$ cat config.mk
export PLATFORM = sky130hd
export DESIGN_NAME = blalu_top
export DESIGN_NICKNAME = d
export VERILOG_FILES = /design/src/rtl/blalu_pkg.sv /design/src/rtl/blalu_comb_if.sv /design/src/rtl/blalu_logic_unit.sv /design/src/rtl/blalu_top.sv
export SDC_FILE = /design/constraint.sdc
export NUM_CORES = 1
export LEC_CHECK = 0
export ABC_AREA = 1
export BUFFER_PORTS_ARGS = -buffer_cell sky130_fd_sc_hd__buf_2
export CAP_MARGIN = 20
export CORE_MARGIN = 10
export CORE_UTILIZATION = 58
export CTS_CLUSTER_SIZE = 16
export DETAILED_ROUTE_END_ITERATION = 8
export GPL_TIMING_DRIVEN = 0
export HOLD_SLACK_MARGIN = 0.15
export PLACE_DENSITY_LB_ADDON = 0.25
export SKIP_LAST_GASP = 1
export SLEW_MARGIN = 20
export SYNTH_ARGS = -nofsm -noshare
export SYNTH_HDL_FRONTEND = slang
export SYNTH_SLANG_ARGS = --single-unit
$ cat constraint.sdc
create_clock -name clk -period 6.1 [get_ports clk]
set_clock_uncertainty 0.1 [all_clocks]
set_input_delay 1.22 -clock clk [delete_from_list [all_inputs] [get_ports clk]]
set_output_delay 1.22 -clock clk [all_outputs]
set_load 0.02 [all_outputs]
$ cat src/rtl/blalu_pkg.sv
package blalu_pkg;

    // =====================================================
    // Word layout (bit 15 of the instruction is the MSB)
    localparam int unsigned WORD_W    = 16;
    localparam int unsigned OPC_HI    = 15;
    localparam int unsigned OPC_LO    = 8;
    localparam int unsigned IND1_POS  = 7;
    localparam int unsigned REG1_HI   = 6;
    localparam int unsigned REG1_LO   = 4;
    localparam int unsigned IND2_POS  = 3;
    localparam int unsigned REG2_HI   = 2;
    localparam int unsigned REG2_LO   = 0;
    localparam int unsigned SIMM_HI   = 7;
    localparam int unsigned SIMM_LO   = 4;
    localparam int unsigned SIMM_W    = 4;

    localparam logic [2:0]  NO_INDEX_REG = 3'h0;
    localparam logic [15:0] WORD_RST     = 16'h0000;
    localparam logic [11:0] SIMM_UPPER   = 12'h000;

    // =====================================================
    // Opcodes
    localparam logic [7:0] OP_AND_REG_REG = 8'h25;
    localparam logic [7:0] OP_AND_MEM_MEM = 8'h65;
    localparam logic [7:0] OP_AND_MEM_REG = 8'ha5;
    localparam logic [7:0] OP_AND_DIRECT  = 8'hb5;
    localparam logic [7:0] OP_AND_SHORT   = 8'h35;
    localparam logic [7:0] OP_XOR_REG_REG = 8'h26;
    localparam logic [7:0] OP_XOR_MEM_MEM = 8'h66;
    localparam logic [7:0] OP_XOR_MEM_REG = 8'ha6;
    localparam logic [7:0] OP_XOR_DIRECT  = 8'hb6;
    localparam logic [7:0] OP_XOR_SHORT   = 8'h36;

    // =====================================================
    // Operand kinds and decode result
    typedef enum logic [1:0] {
        KIND_REG,
        KIND_MEM,
        KIND_IMM16,
        KIND_IMM4
    } blalu_kind_t;

    typedef struct packed {
        logic        valid;
        logic        isXor;
        blalu_kind_t kind1;
        blalu_kind_t kind2;
    } blalu_dec_t;

    function automatic blalu_dec_t blalu_decode(input logic [7:0] opc);
        blalu_dec_t d;
        d = '{valid: 1'b1, isXor: 1'b0, kind1: KIND_REG, kind2: KIND_REG};
        unique case (opc)
            OP_AND_REG_REG: d.isXor = 1'b0;
            OP_XOR_REG_REG: d.isXor = 1'b1;
            OP_AND_MEM_MEM, OP_XOR_MEM_MEM: begin
                d.isXor = (opc == OP_XOR_MEM_MEM);
                d.kind1 = KIND_MEM;
                d.kind2 = KIND_MEM;
            end
            OP_AND_MEM_REG, OP_XOR_MEM_REG: begin
                d.isXor = (opc == OP_XOR_MEM_REG);
                d.kind1 = KIND_MEM;
            end
            OP_AND_DIRECT, OP_XOR_DIRECT: begin
                d.isXor = (opc == OP_XOR_DIRECT);
                d.kind1 = KIND_IMM16;
            end
            OP_AND_SHORT, OP_XOR_SHORT: begin
                d.isXor = (opc == OP_XOR_SHORT);
                d.kind1 = KIND_IMM4;
            end
            default: d.valid = 1'b0;
        endcase
        return d;
    endfunction

endpackage

$ cat src/rtl/blalu_comb_if.sv
`timescale 1ns/1ps
interface blalu_comb_if (
    input wire logic clk,
    input wire logic rstN
);
    logic [15:0] opA;
    logic [15:0] opB;
    logic        isXor;
    logic [15:0] result;

    modport unit (input clk, input rstN, input opA, input opB, input isXor, output result);
    modport ctrl (output opA, output opB, output isXor, input result);
endinterface

$ cat src/rtl/blalu_logic_unit.sv
`timescale 1ns/1ps
module blalu_logic_unit (
    blalu_comb_if.unit cu
);
    always_comb begin
        if (cu.isXor) begin
            cu.result = cu.opA ^ cu.opB;
        end else begin
            cu.result = cu.opA & cu.opB;
        end
    end
endmodule

$ cat src/rtl/blalu_top.sv
`timescale 1ns/1ps
// Functional notes
// - Short AND: upper twelve bits zero
// - Opcode 65: AND of two memory operands
// - AND bit is one only if both one
// - Opcode 25: AND of register/memory words
// - Register operand, or memory pointed by register
// - Result written to second operand location
// - Opcode A6: XOR memory with register operand
// - XOR bit is one when bits differ
// - Base address supports indexing and indirection
// - Opcode B6: 16-bit immediate, no indirection
// - Direct indexing adds register, wraps silently
// - Opcode 36: zero-extend 4-bit immediate
// - Opcode 66: XOR of two memory operands
module blalu_top
    import blalu_pkg::*;
(
    // Clock and reset
    input  wire logic        clk,
    input  wire logic        arst_n,
    // Instruction from sequencer
    input  wire logic        start,
    input  wire logic [15:0] insWord0,
    input  wire logic [15:0] insWord1,
    input  wire logic [15:0] insWord2,
    output logic             busy,
    output logic             done,
    output logic             illegal,
    // General register file
    output logic [2:0]       gprRdIdx,
    input  wire logic [15:0] gprRdData,
    output logic             gprWe,
    output logic [2:0]       gprWrIdx,
    output logic [15:0]      gprWrData,
    // Main storage
    output logic             memReq,
    output logic             memWe,
    output logic [15:0]      memAddr,
    output logic [15:0]      memWrData,
    input  wire logic        memAck,
    input  wire logic [15:0] memRdData
);
    typedef enum logic [2:0] {
        ST_IDLE,
        ST_SETUP,
        ST_GPR,
        ST_PTR,
        ST_DATA,
        ST_COMB,
        ST_STORE
    } blalu_st_t;

    typedef struct packed {
        blalu_st_t   state;
        logic        sel;
        logic [15:0] word0;
        logic [15:0] base1;
        logic [15:0] base2;
        blalu_dec_t  dec;
        logic [15:0] addr;
        logic [15:0] opnd1;
        logic [15:0] opnd2;
        logic        destIsReg;
        logic [2:0]  destIdx;
        logic [15:0] destAddr;
        logic        busy;
        logic        done;
        logic        illegal;
        logic [2:0]  gprRdIdx;
        logic        gprWe;
        logic [2:0]  gprWrIdx;
        logic [15:0] gprWrData;
        logic        memReq;
        logic        memWe;
        logic [15:0] memAddr;
        logic [15:0] memWrData;
    } blalu_state_t;

    // =====================================================
    // Reset release
    logic [1:0] rstSync_reg;
    logic       rstN;

    always_ff @(posedge clk or negedge arst_n) begin
        if (!arst_n) begin
            rstSync_reg <= 2'h0;
        end else begin
            rstSync_reg <= {rstSync_reg[0], 1'b1};
        end
    end
    assign rstN = rstSync_reg[1];

    // =====================================================
    // Operand field selection
    blalu_state_t s_reg;
    blalu_state_t s_next;
    blalu_kind_t  curKind;
    logic [2:0]   curReg;
    logic         curInd;
    logic [15:0]  curBase;
    logic [15:0]  idxSum;

    always_comb begin
        curKind = s_reg.sel ? s_reg.dec.kind2 : s_reg.dec.kind1;
        curReg  = s_reg.sel ? s_reg.word0[REG2_HI:REG2_LO]
                            : s_reg.word0[REG1_HI:REG1_LO];
        curInd  = s_reg.sel ? s_reg.word0[IND2_POS] : s_reg.word0[IND1_POS];
        curBase = s_reg.sel ? s_reg.base2 : s_reg.base1;
        idxSum  = 16'(s_reg.addr + gprRdData);
    end

    blalu_comb_if combIf (.clk(clk), .rstN(rstN));

    assign combIf.opA   = s_reg.opnd1;
    assign combIf.opB   = s_reg.opnd2;
    assign combIf.isXor = s_reg.dec.isXor;

    blalu_logic_unit u_unit (.cu(combIf));

    // =====================================================
    // Sequencer
    always_comb begin
        logic        haveVal;
        logic [15:0] val;
        logic        rdMem;
        logic [15:0] rdAddr;
        s_next         = s_reg;
        s_next.done    = 1'b0;
        s_next.illegal = 1'b0;
        s_next.gprWe   = 1'b0;
        haveVal        = 1'b0;
        val            = WORD_RST;
        rdMem          = 1'b0;
        rdAddr         = WORD_RST;
        unique case (s_reg.state)
            ST_IDLE: begin
                if (start) begin
                    s_next.dec = blalu_decode(insWord0[OPC_HI:OPC_LO]);
                    s_next.word0 = insWord0;
                    s_next.base1 = insWord1;
                    s_next.base2 = insWord2;
                    s_next.sel   = 1'b0;
                    if (s_next.dec.valid) begin
                        s_next.state = ST_SETUP;
                        s_next.busy  = 1'b1;
                    end else begin
                        s_next.illegal = 1'b1;
                    end
                end
            end
            ST_SETUP: begin
                s_next.addr = curBase;
                unique case (curKind)
                    KIND_REG: begin
                        s_next.gprRdIdx = curReg;
                        s_next.state    = ST_GPR;
                    end
                    KIND_MEM: begin
                        if (curReg != NO_INDEX_REG) begin
                            s_next.gprRdIdx = curReg;
                            s_next.state    = ST_GPR;
                        end else begin
                            rdMem  = 1'b1;
                            rdAddr = curBase;
                            s_next.state = curInd ? ST_PTR : ST_DATA;
                        end
                    end
                    KIND_IMM16: begin
                        if (curReg != NO_INDEX_REG) begin
                            s_next.gprRdIdx = curReg;
                            s_next.state    = ST_GPR;
                        end else begin
                            haveVal = 1'b1;
                            val     = curBase;
                        end
                    end
                    KIND_IMM4: begin
                        haveVal = 1'b1;
                        val     = {SIMM_UPPER, s_reg.word0[SIMM_HI:SIMM_LO]};
                    end
                endcase
            end
            ST_GPR: begin
                unique case (curKind)
                    KIND_REG: begin
                        if (curInd) begin
                            rdMem  = 1'b1;
                            rdAddr = gprRdData;
                            s_next.state = ST_DATA;
                        end else begin
                            haveVal = 1'b1;
                            val     = gprRdData;
                            s_next.destIsReg = 1'b1;
                            s_next.destIdx   = curReg;
                        end
                    end
                    KIND_MEM: begin
                        rdMem  = 1'b1;
                        rdAddr = idxSum;
                        s_next.state = curInd ? ST_PTR : ST_DATA;
                    end
                    default: begin
                        haveVal = 1'b1;
                        val     = idxSum;
                    end
                endcase
            end
            ST_PTR: begin
                if (memAck) begin
                    rdMem  = 1'b1;
                    rdAddr = memRdData;
                    s_next.state = ST_DATA;
                end
            end
            ST_DATA: begin
                if (memAck) begin
                    s_next.memReq    = 1'b0;
                    haveVal          = 1'b1;
                    val              = memRdData;
                    s_next.destIsReg = 1'b0;
                    s_next.destAddr  = s_reg.memAddr;
                end
            end
            ST_COMB: begin
                if (s_reg.destIsReg) begin
                    s_next.gprWe     = 1'b1;
                    s_next.gprWrIdx  = s_reg.destIdx;
                    s_next.gprWrData = combIf.result;
                end else begin
                    s_next.memReq    = 1'b1;
                    s_next.memWe     = 1'b1;
                    s_next.memAddr   = s_reg.destAddr;
                    s_next.memWrData = combIf.result;
                end
                s_next.state = ST_STORE;
            end
            ST_STORE: begin
                if (s_reg.destIsReg || memAck) begin
                    s_next.memReq = 1'b0;
                    s_next.memWe  = 1'b0;
                    s_next.done   = 1'b1;
                    s_next.busy   = 1'b0;
                    s_next.state  = ST_IDLE;
                end
            end
        endcase
        if (rdMem) begin
            s_next.memReq  = 1'b1;
            s_next.memWe   = 1'b0;
            s_next.memAddr = rdAddr;
            s_next.addr    = rdAddr;
        end
        if (haveVal) begin
            if (s_reg.sel) begin
                s_next.opnd2 = val;
                s_next.state = ST_COMB;
            end else begin
                s_next.opnd1 = val;
                s_next.sel   = 1'b1;
                s_next.state = ST_SETUP;
            end
        end
    end

    always_ff @(posedge clk or negedge rstN) begin
        if (!rstN) begin
            s_reg <= '0;
        end else begin
            s_reg <= s_next;
        end
    end

    assign busy      = s_reg.busy;
    assign done      = s_reg.done;
    assign illegal   = s_reg.illegal;
    assign gprRdIdx  = s_reg.gprRdIdx;
    assign gprWe     = s_reg.gprWe;
    assign gprWrIdx  = s_reg.gprWrIdx;
    assign gprWrData = s_reg.gprWrData;
    assign memReq    = s_reg.memReq;
    assign memWe     = s_reg.memWe;
    assign memAddr   = s_reg.memAddr;
    assign memWrData = s_reg.memWrData;
endmodule

==> results of run 1 <==
==> metrics by stage <==
stage | util [%] | cells
2_1_floorplan | - | 1364
3_3_place_gp | 65.1 | 1732
3_5_place_dp | 65.6 | 1735
4_1_cts | 69.1 | 1768
5_1_grt | 69.1 | 1769
6_report | 69.1 | 1769
==> cells in the mapped netlist (all sizes together), types with 2 or more instances <==
cell / count
clkbuf: 23
o21ai: 65
dfrtp: 178
o21a: 15
nand4: 18
a21oi: 31
ha: 35
nand3b: 5
nor2: 77
o2bb2ai: 2
nand2: 561
or2: 2
nor3: 8
mux2i: 4
o211ai: 13
a31oi: 22
o22ai: 6
o31ai: 4
buf: 75
inv: 117
a211oi: 7
clkinv: 3
xnor2: 4
nand3: 79
o2111ai: 2
==> worst reg2reg max path, stage by stage, from the launching register on <==
cell,delay [ps]
dfrtp_1,450
nor2_2,550
inv_2,140
clkbuf_1,330
ha_1,350
inv_1,180
nor2_4,110
nand2_1,270
clkbuf_1,480
o21ai_0,140
nand2_1,100
nand2_1,100
nand2_1,90
nand2_1,60
==> routing by layer <==
metal / up-vias / GRT usage, % / wire length (um)
met5: - / 0 / 0
met3: 78 / 4.69 / 2430
met4: 0 / 9.90 / 968
met1: 4674 / 34.5 / 13600
li1: 4670 / - / -
met2: 421 / 45.7 / 15700
==> timing repair <==
item                                   4_1_cts  5_1_grt
endpoints found under the hold margin       11        0
buffers inserted                             0        0
hold buffers                                 1        0
==> cells by family (layout without fill, tap and decap cells) <==
logic type | after synthesis | after routing
simple gates | 751 | 751
buf+inv | 218 | 398
flops | 178 | 178
compound gates | 171 | 171
fa+ha+maj | 36 | 36
xor+xnor | 5 | 5
mux | 4 | 4
other cells | 1 | 1
==> cell type report <==
cell class | instances | share of cell area [%]
Multi-Input combinational cell | 968 | 39.6
Sequential cell | 178 | 37.3
Timing Repair Buffer | 148 | 6.82
Buffer | 98 | 5.16
Inverter | 120 | 3.82
Clock buffer | 17 | 3.56
Tap cell | 225 | 2.35
Clock inverter | 15 | 1.42
==> worst paths after layout <==
path / startpoint / to / cells past startpoint
max in group asynchronous: rstSync_reg[1] / s_reg[65] / 1
worst min register to register: rstSync_reg[1] / memAddr[1] / 1
min in group clk: rstSync_reg[0] / rstSync_reg[1] / 0
worst max-delay path: s_reg[182] / combIf.opB[12] / 13
worst min-delay path: rstSync_reg[1] / memAddr[1] / 1
worst max register to register: s_reg[182] / combIf.opB[12] / 13
==> power by group <==
part	leakage [uW]	total (uW)	internal [uW]	switching, uW
Sequential	0.00228	1970	1680	293
Combinational	0.00394	3020	1080	1940
Clock	0.000284	1110	549	556
Total	0.00650	6090	3300	2790
==> qor.txt, run 1 <==
====================================================================================
Result of the run                                                       finished clean
Power density of the placed cells                                         509 nW/um2
CTS buffer count                                                                  17
Count of buffers inserted at the top-level ports                                 143
Final-layout fill cell count                                                   1,475
Final sum of negative setup slack                                               0 ps
Fin area                                                                  12,000 um2
Fraction of layout cells with a size suffix above 1                            18.9%
Aggregate global routing overflow                                                  0
Antenna violations before repair                                                   0
Fmax                                                                       0.278 GHz
Worst voltage drop across the vdd grid                                    0.000267 V
Measured slew at the worst slew-check pin                                     905 ps
Detailed Routing Iterations Pass 1                                                 5
Number of nets in the final layout                                             1,651
CTS HTree Levels                                                                   4
Area occupied by multi-input gates                                          4730 um2
Syn Nets                                                                       1,484
Total Power                                                                  6090 uW
Final worst path period need                                                 3590 ps
Total wire length                                                            32.6 mm
Share of synthesized area spent on multiplexers                               0.390%
Worst setup margin                                                           2510 ps
Number of different library cells in the post-synthesis netlist                   53
Top Ports                                                                        144
Num rows                                                                          48
Die boundary width                                                            153 um
Via count of the first global-routing pass                                     9,655
Longest Clk Path Bufs                                                              2
Share of flip-flops with an asynchronous set or reset after synthesis           100%
Tot GR Track Use                                                               27.2%
Via count of the routed design                                                 9,843
Height of the die                                                             153 um
Setup-failing EPs final                                                            0
Starting DRC count in detailed routing                                           915
Die footprint                                                             23,400 um2
Placed cell areas                                                         11,300 um2
Max_slew headroom                                                              39.6%
Routability-driven placement congestion ratio                                   1.03
DRC violation count after routing                                                  0
Simple-gate area share of the yosys netlist                                    30.5%
Prevailing post-synth register cell                                          dfrtp_1
Post-synthesis sequential area ratio                                           43.4%
Number of pins exceeding their max-slew limit in the final report                  0
Main combinational cell family by area after synthesis                  simple AND/OR/NAND/NOR gates
Setup repair after global routing missed its margin                               no
CTS Root Cell                                                              clkbuf_16
Xor and xnor area share after synthesis                                       0.427%
Flip-flop count of the largest register after layout                              83
Most area-consuming cells after synthesis                               dfrtp_1 (43%), nand2_1 (20%), ha_1 (4.3%), buf_4 (4.2%), inv_1 (3.8%)
Top cell family by delay on the critical path                           simple AND/OR/NAND/NOR gates
Count of cells resized by post-cts repair                                          0
Worst setup EP type                                                             flop
Critical path class                                                     flop to flop
Syn Std Cell Area                                                         10,300 um2
Average detailed-routed wire length per instance                             18.4 um
Count of antenna-violating nets left after detailed routing                        0
Final Hold Fails                                                                   0
Synth Instances                                                                1,364
Critical Path Start Type                                                        flop
Adder-cell share of the synthesized area                                       4.46%
Register area                                                               4460 um2
Worst-skew pair later-pin latency                                             450 ps
Worst endpoint data arrival time                                             3830 ps
Post-synthesis compound-gate area fraction                                     10.3%
Max incr delay on CP                                                          550 ps
Highest-delay cell along the critical path                                    nor2_2
Most common library cell in the layout ignoring fill and taps                nand2_1
Reg-to-reg setup timing slack                                                2510 ps
Critical Path, Cell by Cell                                             nor2_2 -> inv_2 -> clkbuf_1 -> ha_1 -> inv_1 -> nor2_4 -> nand2_1 -> clkbuf_1 -> o21ai_0 -> nand2_1 -> nand2_1 -> nand2_1 -> nand2_1
Placement Setup Slack                                                        2700 ps
Final period utilization                                                       58.9%
Core outline area                                                         17,300 um2
Worst hold path type                                                    flop to async pin
Post-synth top area share                                                      43.4%
Area Overhead vs Synth                                                         16.5%
CTS clk-pin slew, worst paths                                                  70 ps
Crit path buffers/inverters                                                        4
TritonCTS clock tree                                                            done
Routed via count divided by cell count                                          5.56
Worst-path fanout max                                                             11
Ant. Diodes                                                                        0
First-pass GRT wire length                                                   51.3 mm
Largest net degree at the start of global routing                                 59
Maxcap violations                                                                  0
Number of enable flip-flop cells after synthesis                                   0
Half-perimeter wire length after detailed placement                          24.9 mm
Synthesized area divided by synthesized cell count                          7.52 um2
Static power due to leakage                                               0.00650 uW
Commonest cells after routing, fill and taps aside                      nand2_1 (553), dfrtp_1 (177), buf_2 (153)
Required time of the worst setup path                                        6340 ps
Biggest area consumer among synthesized cells                                dfrtp_1
Most Frequent Cell on Critical Path                                          nand2_1
CTS sink count                                                                   178
Count of state elements after synthesis                                          178
Warnings from Yosys                                                                0
Hold slack final                                                              265 ps
Starting Density                                                               59.3%
====================================================================================
Note: power is estimated with default switching activity, not from simulation.
==> run 2, diff against run 1 <==
clock period = 3.73 ns   (was 6.1 ns; I/O delays follow)
==> run 2 against run 1 <==
Compared with the run above:
- sequential cell count stayed put
- die area stayed put
- critical endpoint is now combIf.opA[13]
- setup slack worse by 2300 ps
- cell count stayed put
- worst hold slack worse by 100 ps
- first-iteration DRC count is 13% higher
- sequential power is 64% higher
- routed wire length is 0.97% higher
- design area is 0.10% higher
- combinational power is 64% higher
==> qor.txt, run 2 (synthesized netlist as in run 1, its figures left out) <==
================================================================================
Worst-skew pair later-pin latency                                         430 ps
Antenna violations before repair                                               1
Setup-failing EPs final                                                        0
Critical path class                                                 flop to flop
Number of nets in the final layout                                         1,650
Portion of total power attributed to sequential cells                      32.1%
Power density of the placed cells                                     841 nW/um2
Final-layout fill cell count                                               1,529
DRC violation count after routing                                              0
Flip-flop count of the largest register after layout                          83
Total wire length                                                        33.0 mm
Switching power summed over all nets                                     4550 uW
Placed cell areas                                                     11,300 um2
Total placed cells including tap cells                                     1,735
Cell internal power dissipation                                          5520 uW
Top Ports                                                                    144
Tot GR Track Use                                                           27.9%
Fraction of layout cells with a size suffix above 1                        18.9%
Die boundary width                                                        153 um
Via count of the first global-routing pass                                 9,788
Fmax                                                                   0.280 GHz
Num rows                                                                      48
CTS Root Cell                                                          clkbuf_16
Routed via count divided by cell count                                      5.54
Share of the core filled with cells in the final layout                    69.2%
Largest net degree at the start of global routing                             55
Final period utilization                                                   95.7%
Count of antenna-violating nets left after detailed routing                    0
Area occupied by multi-input gates                                      4740 um2
Placement Setup Slack                                                    59.0 ps
Routability-driven placement congestion ratio                               1.01
CTS buffer count                                                              17
First-pass GRT wire length                                               52.5 mm
CTS HTree Levels                                                               4
Static power due to leakage                                           0.00651 uW
Worst-path fanout max                                                         10
Worst voltage drop across the vdd grid                                0.000455 V
Aggregate global routing overflow                                              0
Register area                                                           4460 um2
Final Hold Fails                                                               0
Area Overhead vs Synth                                                     16.7%
Worst endpoint data arrival time                                         3850 ps
Setup repair after global routing missed its margin                           no
Average detailed-routed wire length per instance                         18.6 um
Fin area                                                              12,000 um2
Count of buffers inserted at the top-level ports                             143
Final worst path period need                                             3570 ps
Maxcap violations                                                              0
CTS clk-pin slew, worst paths                                              70 ps
Commonest cells after routing, fill and taps aside                  nand2_1 (553), dfrtp_1 (177), buf_2 (153)
Detailed Routing Iterations Pass 1                                             5
Max_slew headroom                                                          45.5%
Measured slew at the worst slew-check pin                                 818 ps
Total Power                                                            10,100 uW
Number of pins exceeding their max-slew limit in the final report              0
Worst hold path type                                                flop to async pin
Core outline area                                                     17,300 um2
Post-CTS setup repair buffer count                                             0
Worst setup margin                                                        160 ps
Relative contribution of the clock network to total power                  18.6%
CTS sink count                                                               178
Most common library cell in the layout ignoring fill and taps            nand2_1
Via count of the routed design                                             9,794
Gate power share                                                           49.3%
Required time of the worst setup path                                    4010 ps
Result of the run                                                   finished clean
Critical Path Start Type                                                    flop
Starting DRC count in detailed routing                                     1,034
Longest Clk Path Bufs                                                          2
Worst setup EP type                                                         flop
Sw Ratio                                                                   45.2%
Non-filler instance count after layout                                     1,769
Half-perimeter wire length after detailed placement                      25.2 mm
Height of the die                                                         153 um
Starting Density                                                           59.3%
TritonCTS clock tree                                                        done
Die footprint                                                         23,400 um2
================================================================================
-- run 2: layer usage --
layer  vias to the layer above  wire [um]  global-route usage [%]
met3                        71       2950                    5.89
met2                       458      15500                    45.7
li1                       4675          -                       -
met1                      4590      13400                    35.3
met4                         0       1170                    10.9
met5                         -          0                       0
-- run 2: area by class of cell --
class	instances	share of cell area, %
antenna	1	0.0209
buffer	98	5.15
clock buffer	19	3.62
clock inverter	13	1.41
inverter	120	3.85
multi-input combinational	968	39.6
sequential	178	37.2
tap	225	2.35
timing repair buffer	147	6.75
-- run 2: power groups by stage --
| stage | logic, uW | clock network (uW) | registers (uW) |
|---|---|---|---|
| after floorplan | 3470 | 0 | 3160 |
| after global placement | 4730 | 0 | 3250 |
| after detailed placement | 4860 | 0 | 3250 |
| after CTS | 4910 | 1880 | 3220 |
| after global routing | 5480 | 1980 | 3320 |
| final | 4960 | 1870 | 3230 |
-- run 2: per-stage QoR --
step / setup TNS [ps] / hold slack, ps
3_5_place_dp: 0 / 175
6_report: 0 / 166
3_3_place_gp: -69170 / 240
5_1_grt: 0 / 196
4_1_cts: 0 / 177
2_1_floorplan: 0 / 231
-- run 2: timing repair --
action / 4_1_cts / 5_1_grt
endpoints found under the setup margin: 0 / 7
endpoints found under the hold margin: 2 / 0
hold buffers: 1 / 0
gates resized for setup: 0 / 3
-- run 2: worst paths after layout --
check                                     from        endpoint  slack, ps  cells after the start
worst min register to register  rstSync_reg[1]       s_reg[62]        170                      0
max in group asynchronous       rstSync_reg[1]      s_reg[172]       2480                      2
worst max register to register      s_reg[182]  combIf.opA[13]        160                     14
worst max-delay path                s_reg[182]  combIf.opA[13]        160                     14
worst min-delay path            rstSync_reg[1]       s_reg[62]        170                      0
min in group clk                rstSync_reg[0]  rstSync_reg[1]        260                      0
-- run 2: critical path, stage by stage (launching register included) --
cell,delay (ps)
dfrtp_1,500
buf_6,210
buf_2,360
nand2_1,110
o21ai_1,210
ha_1,290
inv_1,140
nor2_4,270
nand2_1,310
clkbuf_1,370
o21ai_0,230
nand2_1,70
nand2_1,170
nand2_1,80
nand2_1,60
==> run 3, diff against run 2 <==
ABC_AREA = 0   (was 1)
CTS_BUF_LIST = sky130_fd_sc_hd__clkbuf_16   (was unset)
==> run 3 against run 2 <==
Compared with the run above:
- highest routed layer is now met5
- clock power is 7% lower
- worst hold slack worse by 20 ps
- synthesized cell count is 20% lower
- area after synthesis is 2.5% lower
- design area is 2.6% lower
- sequential cell count stayed put
- largest cell class unchanged
- via count is 9.3% lower
- maximum frequency is 0.80% lower
==> qor.txt, run 3 <==
====================================================================================
Critical Path Start Type                                                        flop
Num rows                                                                          47
Fmax                                                                       0.278 GHz
Most frequent cell after synthesis                                           nand2_1
Post-synth top area share                                                      44.5%
CTS Root Cell                                                              clkbuf_16
Max incr delay on CP                                                          400 ps
Fin area                                                                  11,700 um2
Power density of the placed cells                                         856 nW/um2
Placement Setup Slack                                                       -38.1 ps
Final worst path period need                                                 3600 ps
Final Hold Fails                                                                   0
Synthesized area divided by synthesized cell count                          9.13 um2
Worst setup margin                                                            131 ps
CTS HTree Levels                                                                   4
Half-perimeter wire length after detailed placement                          22.9 mm
Count of antenna-violating nets left after detailed routing                        0
Routed via count divided by cell count                                          5.94
Detailed Routing Iterations Pass 1                                                 6
Antenna violations before repair                                                   1
Switching power summed over all nets                                         4320 uW
Biggest area consumer among synthesized cells                                dfrtp_1
Die footprint                                                             22,900 um2
Highest-delay cell along the critical path                                   dfrtp_1
Top cell types by occurrence after synthesis                            nand2_1 (251), dfrtp_1 (178), nor2_1 (78)
Synth Instances                                                                1,096
Prevailing post-synth register cell                                          dfrtp_1
Required time of the worst setup path                                        3910 ps
Static power due to leakage                                               0.00572 uW
Result of the run                                                       finished clean
CTS sink count                                                                   178
Syn Nets                                                                       1,216
Number of pins exceeding their max-slew limit in the final report                  0
Starting DRC count in detailed routing                                           968
Largest net degree at the start of global routing                                 56
Via count of the routed design                                                 8,880
Height of the die                                                             151 um
Worst-skew pair later-pin latency                                             440 ps
Register area                                                               4460 um2
Final-layout fill cell count                                                   1,367
CTS clk-pin slew, worst paths                                                  70 ps
Average detailed-routed wire length per instance                             20.3 um
Critical path class                                                     flop to flop
Sw Ratio                                                                       43.3%
Core outline area                                                         16,800 um2
Worst-path fanout max                                                             10
Most common library cell in the layout ignoring fill and taps                nand2_1
Maxcap violations                                                                  0
Max_slew headroom                                                              43.2%
Setup-failing EPs final                                                            0
Final period utilization                                                       96.5%
Commonest cells after routing, fill and taps aside                      nand2_1 (251), dfrtp_1 (177), buf_2 (162)
TritonCTS clock tree                                                            done
Area Overhead vs Synth                                                         16.5%
Longest Clk Path Bufs                                                              2
Hold slack final                                                              145 ps
Placed cell areas                                                         11,100 um2
Via count of the first global-routing pass                                     8,931
Starting Density                                                               59.7%
Tot GR Track Use                                                               26.8%
Measured slew at the worst slew-check pin                                     852 ps
Number of enable flip-flop cells after synthesis                                   0
Top Ports                                                                        144
DRC violation count after routing                                                  0
Area occupied by multi-input gates                                          4790 um2
Cell internal power dissipation                                              5660 uW
Reg-to-reg setup timing slack                                                 130 ps
Count of state elements after synthesis                                          178
Total Power                                                                  9980 uW
Relative contribution of the clock network to total power                      17.3%
Worst endpoint data arrival time                                             3780 ps
Aggregate global routing overflow                                                  0
Most area-consuming cells after synthesis                               dfrtp_1 (44%), nand2_1 (9.4%), mux2i_1 (5.6%), buf_4 (4.4%), ha_1 (4.4%)
Worst setup EP type                                                             flop
Gate power share                                                               49.2%
Number of nets in the final layout                                             1,382
Share of flip-flops with an asynchronous set or reset after synthesis           100%
Warnings from Yosys                                                                0
Post-CTS setup repair buffer count                                                 0
Die boundary width                                                            151 um
Flip-flop count of the largest register after layout                              83
Post-synthesis sequential area ratio                                           44.5%
Worst hold path type                                                    flop to async pin
Portion of total power attributed to sequential cells                          33.5%
Number of different library cells in the post-synthesis netlist                   76
Fraction of layout cells with a size suffix above 1                            23.4%
Most Frequent Cell on Critical Path                                            buf_2
Syn Std Cell Area                                                         10,000 um2
Worst voltage drop across the vdd grid                                    0.000433 V
Share of the core filled with cells in the final layout                        69.6%
Setup repair after global routing missed its margin                               no
First-pass GRT wire length                                                   47.6 mm
Routability-driven placement congestion ratio                                  0.994
Critical Path, Cell by Cell                                             buf_4 -> buf_2 -> mux2i_1 -> inv_1 -> ha_1 -> clkbuf_1 -> o21a_1 -> buf_2 -> a222oi_1 -> a21boi_0 -> o21ai_0
CTS buffer count                                                                  17
Total wire length                                                            30.4 mm
Count of buffers inserted at the top-level ports                                 143
====================================================================================
run 3: cell types whose count changed after synthesis, moves of 18 or more:
cell and delta:
nand3_1 -61, mux2i_1 +52, a21oi_1 +39, inv_1 -97, nand2_1 -302, o21ai_0 +18
run 3: metrics by stage:
step	setup TNS [ps]	instances
finish	0	1496
global route	0	1495
CTS	0	1495
detailed placement	-221	1462
global placement	-50850	1459
floorplan	0	1096
run 3: final cells by class:
type	count	share of cell area [%]
Timing Repair Buffer	147	6.87
Clock inverter	15	1.17
Buffer	123	6.35
Clock buffer	17	3.65
Inverter	9	0.290
Sequential cell	178	38.2
Multi-Input combinational cell	786	41.1
Antenna cell	1	0.0215
Tap cell	220	2.36
run 3: worst paths after layout:
kind                                 from  cells after the start             end
min reg2reg                rstSync_reg[1]                      0       s_reg[65]
max in group asynchronous  rstSync_reg[1]                      2   combIf.opA[2]
min in group clk           rstSync_reg[0]                      0  rstSync_reg[1]
min                        rstSync_reg[1]                      0       s_reg[65]
max reg2reg                    s_reg[182]                     11      s_reg[118]
max                            s_reg[182]                     11      s_reg[118]
run 3: logic make-up (layout without fill, tap and decap cells):
| group | Yosys count | after routing | synth area share, % |
|---|---|---|---|
| AO/OA/AOI/OAI | 262 | 262 | 16.8 |
| XOR/XNOR | 16 | 16 | 1.40 |
| adder cells (fa/ha/maj) | 36 | 36 | 4.58 |
| buffers and inverters | 132 | 311 | 7.70 |
| flip-flops | 178 | 178 | 44.5 |
| multiplexers | 71 | 71 | 7.29 |
| other | 1 | 2 | 0.0375 |
| AND/OR/NAND/NOR | 400 | 400 | 17.7 |
run 3: worst max-delay path, delay by kind of cell, from the launching register on:
kind,cells,cell delay [ps]
flip-flops,1,400
multiplexers,1,390
adder cells (fa/ha/maj),1,200
buffers and inverters,5,1240
AO/OA/AOI/OAI,4,1120
run 3: power groups by stage:
stage	clock network, uW	registers [uW]	logic [uW]
6_report	1730	3350	4910
5_1_grt	1830	3450	5370
4_1_cts	1740	3330	4870
3_5_place_dp	0	3360	4810
3_3_place_gp	0	3350	4660
2_1_floorplan	0	3260	3490
run 3: layer usage:
layer | up-vias | routed length [um] | part of all wire (%) | GRT usage (%)
met5 | - | 7 | 0.023 | 0
met4 | 2 | 1050 | 3.4 | 9.91
met3 | 85 | 2860 | 9.4 | 6.44
met2 | 428 | 14300 | 47 | 43.6
met1 | 4238 | 12200 | 40 | 34.0
li1 | 4127 | - | - | -
run 3: what timing repair did:
| item | in CTS | in global routing |
|---|---|---|
| gates resized for setup | 1 | 7 |
| hold buffers | 1 | 0 |
| endpoints found under the hold margin | 2 | 0 |
| endpoints found under the setup margin | 14 | 32 |
